[config.mk]
export PLATFORM = sky130hd
export DESIGN_NAME = asrc_host
export DESIGN_NICKNAME = d
export VERILOG_FILES = /design/src/hw/asrc_host.v
export VERILOG_INCLUDE_DIRS = /design/src /design/src/shared
export SDC_FILE = /design/constraint.sdc
export NUM_CORES = 1
export LEC_CHECK = 0
export BUFFER_PORTS_ARGS = -buffer_cell sky130_fd_sc_hd__buf_2
export CAP_MARGIN = 20
export CELL_PAD_IN_SITES_DETAIL_PLACEMENT = 1
export CELL_PAD_IN_SITES_GLOBAL_PLACEMENT = 1
export CORE_MARGIN = 5
export CORE_UTILIZATION = 40
export DETAILED_ROUTE_END_ITERATION = 7
export GPL_TIMING_DRIVEN = 0
export HOLD_SLACK_MARGIN = 0.05
export PLACE_DENSITY_LB_ADDON = 0.1
export SLEW_MARGIN = 20
export SYNTH_ARGS = -nofsm -noshare
export SYNTH_HDL_FRONTEND = slang
export SYNTH_SLANG_ARGS = --single-unit
[constraint.sdc]
create_clock -name clk -period 4.5 [get_ports clk]
set_input_delay 0.45 -clock clk [delete_from_list [all_inputs] [get_ports clk]]
set_output_delay 0.45 -clock clk [all_outputs]
set_load 0.005 [all_outputs]
[src/shared/asrc_consts.vh]
// Purpose: Constants for the async SRAM port host controller
// Assumes: 50 MHz clock, 20 ns period
// Notes: Times in ns; cycle counts derived from them
`ifndef ASRC_CONSTS_VH
`define ASRC_CONSTS_VH
`define ASRC_CLK_PERIOD_NS 20
// Write cycle and pulse minima, slower grade
`define ASRC_T_WC_NS 85
`define ASRC_T_WP_NS 60
`define ASRC_T_DW_NS 35
// Write strobe to output high impedance, maximum
`define ASRC_T_WHZ_NS 25
// Read cycle time and access time
`define ASRC_T_RC_NS 85
`define ASRC_T_AA_NS 85
// Bus turnaround after output disable
`define ASRC_T_OHZ_NS 25
// Least times round up to whole cycles
`define ASRC_CYC_UP(t) (((t) + `ASRC_CLK_PERIOD_NS - 1) / `ASRC_CLK_PERIOD_NS)
`define ASRC_WP_CYC `ASRC_CYC_UP(`ASRC_T_WP_NS)
`define ASRC_WHZ_CYC `ASRC_CYC_UP(`ASRC_T_WHZ_NS)
`define ASRC_AA_CYC `ASRC_CYC_UP(`ASRC_T_AA_NS)
`define ASRC_OHZ_CYC `ASRC_CYC_UP(`ASRC_T_OHZ_NS)
// Extra edges for the data pin chain to settle on a read
`define ASRC_SYNC_CYC 2
// Byte lane mask values
`define ASRC_LANE_LOW 2'h1
`define ASRC_LANE_HIGH 2'h2
`define ASRC_LANE_BOTH 2'h3
`endif

[src/hw/asrc_host.v]
// Purpose: Host controller driving an asynchronous SRAM port
// Assumes: Single 50 MHz clock; the SRAM keeps its own timing
// Notes: One request at a time; strobes come from flip-flops
`timescale 1ns/10ps
`include "asrc_consts.vh"
`default_nettype none
module asrc_host #(
   parameter AW = 18,
   parameter DW = 16
) (
   input wire clk,
   input wire reset_n,
   input wire req_valid,
   output wire req_ready,
   input wire req_write,
   input wire [AW-1:0] req_addr,
   input wire [DW-1:0] req_wdata,
   input wire [1:0] req_lanes,
   output reg rsp_valid,
   output reg [DW-1:0] rsp_rdata,
   output reg [AW-1:0] sram_addr,
   output reg sram_select_low_active_n,
   output reg sram_select_high_active,
   output reg write_strobe_n,
   output reg output_enable_n,
   output reg upper_byte_select_n,
   output reg lower_byte_select_n,
   output reg sram_width_select,
   input wire [DW-1:0] sram_data_in,
   output reg [DW-1:0] sram_data_out,
   output reg sram_data_oe
);
   localparam ST_IDLE = 3'd0;
   localparam ST_WSET = 3'd1;
   localparam ST_WPULSE = 3'd2;
   localparam ST_WEND = 3'd3;
   localparam ST_RD = 3'd4;
   localparam ST_TURN = 3'd5;
   // Cycle counts, cut to the counter width on purpose
   localparam integer WP_CYC_I = `ASRC_WP_CYC;
   localparam integer WHZ_CYC_I = `ASRC_WHZ_CYC;
   localparam integer AA_CYC_I = `ASRC_AA_CYC;
   localparam integer OHZ_CYC_I = `ASRC_OHZ_CYC;
   localparam integer SYNC_CYC_I = `ASRC_SYNC_CYC;
   localparam [3:0] WP_CYC = WP_CYC_I[3:0];
   localparam [3:0] WHZ_CYC = WHZ_CYC_I[3:0];
   localparam [3:0] AA_CYC = AA_CYC_I[3:0];
   localparam [3:0] OHZ_CYC = OHZ_CYC_I[3:0];
   localparam [3:0] SYNC_CYC = SYNC_CYC_I[3:0];
   // Read wait covers access time plus the pin chain
   localparam [3:0] RD_WAIT = AA_CYC + SYNC_CYC;

   reg [2:0] state_q;
   reg [3:0] cnt_q;
   reg [1:0] lanes_q;
   // Three-stage chain on the data pins
   reg [DW-1:0] pin_s1_q;
   reg [DW-1:0] pin_s2_q;
   reg [DW-1:0] pin_s3_q;
   // Lane request after the empty-mask fix
   wire [1:0] req_lanes_fixed;
   // High while the selected lanes agree in stages two and three
   wire pin_settled;

   // Lane request sanitised: an empty mask becomes a full word
   function [1:0] fix_lanes;
      input [1:0] l;
      begin
         fix_lanes = (l == 2'h0) ? `ASRC_LANE_BOTH : l;
      end
   endfunction

   // Counter step shared by every wait state
   function [3:0] dec_cnt;
      input [3:0] c;
      begin
         dec_cnt = c - 4'h1;
      end
   endfunction

   // Bit mask of the data lines that belong to the selected lanes
   function [DW-1:0] lane_mask;
      input [1:0] l;
      begin
         lane_mask = {{(DW/2){l[1]}}, {(DW/2){l[0]}}};
      end
   endfunction

   assign req_ready = (state_q == ST_IDLE);

   // Lane fix and agreement of the settled pin stages
   assign req_lanes_fixed = fix_lanes(req_lanes);
   assign pin_settled = (((pin_s2_q ^ pin_s3_q) & lane_mask(lanes_q))
      == {DW{1'b0}});

   // Data pins pass three flops before the read sample
   always @(posedge clk or negedge reset_n) begin
      if (!reset_n) begin
         pin_s1_q <= {DW{1'b0}};
         pin_s2_q <= {DW{1'b0}};
         pin_s3_q <= {DW{1'b0}};
      end else begin
         pin_s1_q <= sram_data_in;
         pin_s2_q <= pin_s1_q;
         pin_s3_q <= pin_s2_q;
      end
   end

   // Pin sequencing for write and read cycles
   always @(posedge clk or negedge reset_n) begin
      if (!reset_n) begin
         state_q <= ST_IDLE;
         cnt_q <= 4'h0;
         lanes_q <= 2'h0;
         rsp_valid <= 1'b0;
         rsp_rdata <= {DW{1'b0}};
         sram_addr <= {AW{1'b0}};
         sram_select_low_active_n <= 1'b1;
         sram_select_high_active <= 1'b0;
         write_strobe_n <= 1'b1;
         output_enable_n <= 1'b1;
         upper_byte_select_n <= 1'b1;
         lower_byte_select_n <= 1'b1;
         sram_width_select <= 1'b1;
         sram_data_out <= {DW{1'b0}};
         sram_data_oe <= 1'b0;
      end else begin
         rsp_valid <= 1'b0;
         case (state_q)
            ST_IDLE: begin
               if (req_valid) begin
                  sram_addr <= req_addr;
                  lanes_q <= req_lanes_fixed;
                  upper_byte_select_n <= ~req_lanes_fixed[1];
                  lower_byte_select_n <= ~req_lanes_fixed[0];
                  sram_width_select <= 1'b1;
                  sram_select_high_active <= 1'b1;
                  if (req_write) begin
                     output_enable_n <= 1'b1;
                     sram_data_out <= req_wdata;
                     state_q <= ST_WSET;
                  end else begin
                     sram_select_low_active_n <= 1'b0;
                     output_enable_n <= 1'b0;
                     cnt_q <= RD_WAIT;
                     state_q <= ST_RD;
                  end
               end
            end
            ST_WSET: begin
               // strobe falls with lanes already set
               sram_select_low_active_n <= 1'b0;
               write_strobe_n <= 1'b0;
               cnt_q <= WHZ_CYC;
               state_q <= ST_WPULSE;
            end
            ST_WPULSE: begin
               if (cnt_q != 4'h0) begin
                  cnt_q <= dec_cnt(cnt_q);
               end else if (!sram_data_oe) begin
                  sram_data_oe <= 1'b1;
                  cnt_q <= WP_CYC;
               end else begin
                  sram_select_low_active_n <= 1'b1;
                  write_strobe_n <= 1'b1;
                  state_q <= ST_WEND;
               end
            end
            ST_WEND: begin
               // Data held one cycle past strobe rise
               sram_data_oe <= 1'b0;
               sram_select_high_active <= 1'b0;
               upper_byte_select_n <= 1'b1;
               lower_byte_select_n <= 1'b1;
               state_q <= ST_IDLE;
            end
            ST_RD: begin
               if (cnt_q != 4'h0) begin
                  cnt_q <= dec_cnt(cnt_q);
               end else if (pin_settled) begin
                  // Unselected lanes read back as zero
                  rsp_rdata <= pin_s3_q & lane_mask(lanes_q);
                  rsp_valid <= 1'b1;
                  sram_select_low_active_n <= 1'b1;
                  sram_select_high_active <= 1'b0;
                  output_enable_n <= 1'b1;
                  upper_byte_select_n <= 1'b1;
                  lower_byte_select_n <= 1'b1;
                  cnt_q <= OHZ_CYC;
                  state_q <= ST_TURN;
               end
            end
            ST_TURN: begin
               if (cnt_q != 4'h0) begin
                  cnt_q <= dec_cnt(cnt_q);
               end else begin
                  state_q <= ST_IDLE;
               end
            end
            default: begin
               state_q <= ST_IDLE;
            end
         endcase
      end
   end
endmodule // asrc_host
`default_nettype wire

==> run_results.csv, run 1 <==
group,metric,value,unit
yosys,ys_dominant_reg_cell,"dfrtp_1",
sta,fin_crit,2160,ps
sta,finalCritPeriodShare,0.479,
sta,fin_hold_ws,136,ps
floorplanning,num_io_pins,116,
sta,tightestPinTransition,609,ps
sta,slew_headroom,0.594,
clock_tree,clkTransAtPathRegs,60,ps
sta,finalSetupViolations,0,
critical_path,reg2regPathDepth,7,
clock_tree,clkLatencyLatePin,420,ps
detailed_routing,via_per_inst,4.89,
floorplanning,initial_core_util,0.412,
layout,syn_to_final_growth,30.9,%
clock_tree,cts.htree.levels,4,
yosys,async_reset_ff_frac,1.00,
sta,clock_skew,8.34,ps
critical_path,worstPathArrival,2480,ps
min_path,holdPathStages,1,
grt,grt_pass1_wl,17400,um
floorplanning,coreArea,10900,um2
placed_design,routabilityCongestion,0.813,
layout,drive_above_1_share,0.413,
sta,hold_violations,0,
floorplanning,die_h,116,um
critical_path,start_kind,"flop",
sta,fin_tns_setup,0,ps
yosys,synth_nets,395,
power_and_ir_drop,clockPowerShare,0.344,
yosys,ys_seq_elements,115,
run,max_cap_viol_count,0,
critical_path,r2r-start,"cnt_q[0]",
grt,grt_max_degree,67,
clock_tree,cts-buffers-inserted,17,
detailed_routing,wl_per_cell,17.1,um
min_path,hold_path_class,"primary input to flop",
power_and_ir_drop,p_sw,1210,uW
yosys,yosysUniqueCellTypes,50,
detailed_routing,ant_nets,0,
power_and_ir_drop,switching_share,0.305,
yosys,yosysWarnings,0,
clock_tree,post_cts_buffers,0,
clock_tree,cts_root_buf,"clkbuf_16",
placed_design,place_hpwl,7510,um
layout,mostFrequentLayoutCells,"buf_2 (115), dfrtp_1 (110), inv_1 (29), nand2_1 (26), mux2_2 (24)",
yosys,syn_area_per_cell,13.4,um2
critical_path,path_max_fanout,7,
detailed_routing,drt_wl_total,10700,um
clock_tree,cts_buffer_depth,2,
layout,final_common_cell,"buf_2",
layout,antenna-diode-count,0,
floorplanning,rows,38,
sta,max_freq,464,MHz
power_and_ir_drop,pwr-share-comb,0.281,
placed_design,place.port_buffers,114,
detailed_routing,drc_errors,0,
yosys,syn_area,4510,um2
power_and_ir_drop,p_leak,0.00293,uW
critical_path,reg2reg_to,"cnt_q[1]",
floorplanning,die_area,13500,um2
detailed_routing,first_pass_iters,4,
grt,overflow,0,
clock_tree,cts.sinks,115,
yosys,synthCells,337,
layout,fin_nets,530,
power_and_ir_drop,ir_worst_vdd,0.366,mV
min_path,holdPathEnd,"pin_s1_q[12]",
yosys,yosysSeqAreaShare,0.640,
power_and_ir_drop,internal_power,2770,uW
grt,grt.total_usage,0.172,
critical_path,worstSetupPathType,"flop to flop",
clock_tree,cts_tree,"built",
sta,maxSlewViolCount,0,
power_and_ir_drop,pwr_density_cell,675,nW/um2
floorplanning,die_x,116,um
grt,antenna_found_initial,0,
yosys,synth_edf_count,0,
detailed_routing,drt_iter0_markers,89,
critical_path,reg2reg_slack,2340,ps
detailed_routing,routed-via-count,3052,
critical_path,end_kind,"flop",
sta,rsz0062_at_grt,"false",
status,status,"completed",
critical_path,cp.required,4820,ps
power_and_ir_drop,p_seq_frac,0.376,
min_path,hp-start,"sram_data_in[12]",
grt,grt_pass1_vias,3441,
[per-stage QoR]
step | power [uW] | util | std cells | worst slack [ps] | cell area, um2
after floorplan | 2150 | - | 337 | 2800 | 4510
after global placement | 2590 | 0.480 | 591 | 1600 | 5250
after detailed placement | 2650 | 0.483 | 592 | 2350 | 5290
after CTS | 4040 | 0.539 | 624 | 2340 | 5900
after global routing | 4230 | 0.539 | 624 | 2140 | 5900
final | 3980 | 0.539 | 624 | 2340 | 5900
[worst max-delay path, cell delays in order (launching register included)]
cell and delay, ps:
dfrtp_1 400, inv_1 170, ha_1 260, nor3b_2 420
a21oi_1 130, o211ai_1 400, nor3b_1 100, a211oi_1 190
[cell usage after synthesis, drive strengths merged, types with 5 or more instances]
cell / instances / area share
mux2i: 16 / 0.036
nand4: 5 / 0.0083
inv: 29 / 0.024
nor2: 11 / 0.0092
a21oi: 7 / 0.0078
dfstp: 5 / 0.029
dfrtp: 110 / 0.61
buf: 11 / 0.021
mux2: 34 / 0.093
xnor2: 17 / 0.033
nand2: 27 / 0.024
o21ai: 15 / 0.017
[per-layer routing]
| layer | part of all wire | track usage | routed length (um) |
|---|---|---|---|
| met2 | 0.52 | 0.297 | 5550 |
| met3 | 0.070 | 0.0725 | 749 |
| met1 | 0.39 | 0.185 | 4200 |
| met4 | 0.017 | 0.0742 | 184 |
| met5 | 0 | 0 | 0 |
[kinds of logic (layout without fill, tap and decap cells)]
kind of cell,count (synthesis),count (layout),synth area share
compound gates,47,47,0.0669
xor+xnor,17,17,0.0330
fa+ha+maj,2,2,0.00555
buf+inv,44,191,0.0480
flops,115,115,0.640
mux,50,50,0.129
other cells,1,1,0.000832
simple gates,61,61,0.0766
[power groups by stage]
| stage | clock (uW) | sequential [uW] | combinational, uW |
|---|---|---|---|
| after detailed placement | 0 | 1510 | 1140 |
| after CTS | 1390 | 1500 | 1140 |
| after global routing | 1450 | 1540 | 1240 |
| after floorplan | 0 | 1510 | 642 |
| after global placement | 0 | 1490 | 1100 |
| final | 1370 | 1500 | 1120 |
[worst max-delay path by stage]
stage	end	slack (ps)	cells after the start	start
2_1_floorplan	cnt_q[1]	2800	7	cnt_q[0]
3_3_place_gp	sram_addr[8]	1600	1	reset_n
3_5_place_dp	cnt_q[1]	2350	7	cnt_q[0]
4_1_cts	cnt_q[1]	2340	7	cnt_q[0]
5_1_grt	cnt_q[1]	2140	7	cnt_q[0]
6_report	cnt_q[1]	2340	7	cnt_q[0]
[cell type report]
class / count / area, um2
Timing Repair Buffer: 116 / 614
Buffer: 15 / 108
Sequential cell: 115 / 2880
Tap cell: 140 / 175
Clock buffer: 19 / 443
Clock inverter: 12 / 158
Inverter: 29 / 109
Multi-Input combinational cell: 178 / 1410
Fill cell: 1173 / 5040
[sequential cells by signal (all words and copies together), names as in the netlist, 2 cells and up]
signal and count:
pin_s1_q 16, sram_addr 18, cnt_q 4, sram_data_out 16
state_q 3, rsp_rdata 16, pin_s2_q 16, pin_s3_q 16
lanes_q 2
[timing repair]
item,in CTS,in global routing
hold buffers,1,0
gates resized for setup,0,0
hold endpoints to repair,6,0
Note: power is estimated with default switching activity, not from simulation.
==> run 2, diff against run 1 <==
==> constraint.sdc (replaced) <==
create_clock -name clk -period 2 [get_ports clk]
set_input_delay 0.2 -clock clk [delete_from_list [all_inputs] [get_ports clk]]
set_output_delay 0.2 -clock clk [all_outputs]
set_load 0.005 [all_outputs]
==> run_results.csv, run 2 (same netlist as run 1, synthesis figures left out) <==
group,metric,value,unit
detailed_routing,drc_errors,0,
detailed_routing,drt_wl_total,11900,um
sta,tightestPinTransition,607,ps
floorplanning,die_x,116,um
placed_design,place_ws,-153,ps
detailed_routing,ant_nets,0,
clock_tree,cts.sinks,115,
layout,fin_nets,584,
grt,antenna_found_initial,0,
layout,final_cell_area,6460,um2
placed_design,post_dp_cell_area,5290,um2
critical_path,end_kind,"flop",
clock_tree,clkLatencyLatePin,420,ps
layout,drive_above_1_share,0.388,
detailed_routing,via_per_inst,4.80,
power_and_ir_drop,pwr_density_cell,1430,nW/um2
layout,largest_reg_flops,18,
critical_path,cp.required,2320,ps
clock_tree,cts-buffers-inserted,17,
layout,fillCellCount,1138,
critical_path,reg2reg_to,"cnt_q[1]",
floorplanning,num_io_pins,116,
layout,multi_input_area,1440,um2
critical_path,worstSetupPathType,"flop to flop",
critical_path,reg2reg_slack,140,ps
placed_design,place.port_buffers,114,
sta,finalSetupViolations,0,
sta,finalCritPeriodShare,0.931,
sta,fin_tns_setup,0,ps
placed_design,routabilityCongestion,0.813,
critical_path,start_kind,"flop",
grt,grt_pass1_wl,19400,um
floorplanning,rows,38,
sta,fin_crit,1860,ps
layout,regMostFlops,"sram_addr",
clock_tree,cts_buffer_depth,2,
min_path,hold_path_class,"primary input to flop",
critical_path,startpoint,"cnt_q[1]",
detailed_routing,routed-via-count,3262,
grt,overflow,0,
grt,grt_pass1_vias,3766,
floorplanning,coreArea,10900,um2
layout,final_common_cell,"buf_2",
critical_path,r2r-start,"cnt_q[1]",
critical_path,path_max_fanout,5,
floorplanning,initial_core_util,0.412,
power_and_ir_drop,p_leak,0.00317,uW
grt,grt_max_degree,67,
min_path,holdPathStages,3,
run,max_cap_viol_count,0,
min_path,hp-start,"req_lanes[0]",
sta,max_freq,537,MHz
clock_tree,cts_tree,"built",
layout,mostFrequentLayoutCells,"buf_2 (115), dfrtp_1 (110), dlygate4sd3_1 (51), inv_1 (28), nand2_1 (26)",
power_and_ir_drop,ir_worst_vdd,0.898,mV
sta,maxSlewViolCount,0,
detailed_routing,wl_per_cell,17.6,um
status,status,"completed",
clock_tree,cts_root_buf,"clkbuf_16",
clock_tree,clkTransAtPathRegs,60,ps
detailed_routing,drt_iter0_markers,101,
placed_design,place_hpwl,7510,um
sta,hold_violations,0,
layout,seqCellArea,2880,um2
sta,rsz0062_at_grt,"false",
grt,grt.total_usage,0.192,
sta,clock_skew,8.24,ps
critical_path,worstPathArrival,2180,ps
min_path,holdPathEnd,"lanes_q[0]",
clock_tree,cts.htree.levels,4,
sta,slew_headroom,0.595,
critical_path,reg2regPathDepth,8,
sta,fin_ws,139,ps
layout,syn_to_final_growth,43.3,%
detailed_routing,first_pass_iters,4,
floorplanning,die_h,116,um
floorplanning,die_area,13500,um2
==> run 2: changes by cell type in the layout (fill, tap and decap cells not counted), moves of 2 or more <==
cell,change
buf_4,+4
dlygate4sd3_1,+50
o21ai_1,-2
o21ai_2,+2
==> run 2: critical path: stages, from the launching register on <==
cell,delay (ps)
dfrtp_1,390
inv_1,130
ha_2,250
nor3b_4,270
a21oi_1,110
o211ai_1,220
buf_4,180
nor3b_1,50
a211oi_1,180
==> run 2: power by group <==
part / switching (uW) / internal [uW]
Sequential: 401 / 3000
Clock: 1110 / 1990
Combinational: 1340 / 1370
==> run 2: layout make-up <==
class,count,area share
Antenna cell,1,0.000387
Buffer,15,0.0167
Clock buffer,19,0.0686
Clock inverter,12,0.0244
Inverter,29,0.0169
Multi-Input combinational cell,178,0.222
Sequential cell,115,0.447
Tap cell,140,0.0271
Timing Repair Buffer,170,0.177
==> run 2: through the flow <==
| step | hold WS, ps | power, uW | std cells | utilization |
|---|---|---|---|---|
| final | 73.8 | 9200 | 679 | 0.591 |
| after global routing | 104 | 9760 | 678 | 0.590 |
| after CTS | 62.0 | 9220 | 675 | 0.587 |
| after detailed placement | 240 | 5960 | 592 | 0.483 |
| after global placement | 309 | 5830 | 591 | 0.480 |
| after floorplan | -95.6 | 4840 | 337 | - |
==> run 2: layer usage <==
layer | global-route usage | wire length (um) | vias up
met5 | 0 | 0 | -
met4 | 0.0835 | 297 | 0
met3 | 0.0699 | 667 | 27
met2 | 0.340 | 6350 | 81
met1 | 0.207 | 4630 | 1635
li1 | - | - | 1519
==> run 2: how the worst max path moves through the flow <==
stage                         endpoint  cells past startpoint
after floorplan               cnt_q[1]                      7
after global placement    sram_addr[8]                      1
after detailed placement      cnt_q[1]                      7
after CTS                     cnt_q[1]                      8
after global routing          cnt_q[1]                      8
final                         cnt_q[1]                      8
==> run 2: repair_timing <==
action,4_1_cts,5_1_grt
pin swaps,1,0
setup buffers,1,3
endpoints found under the hold margin,113,0
resized for setup,3,4
hold buffers,51,0
endpoints found under the setup margin,4,8
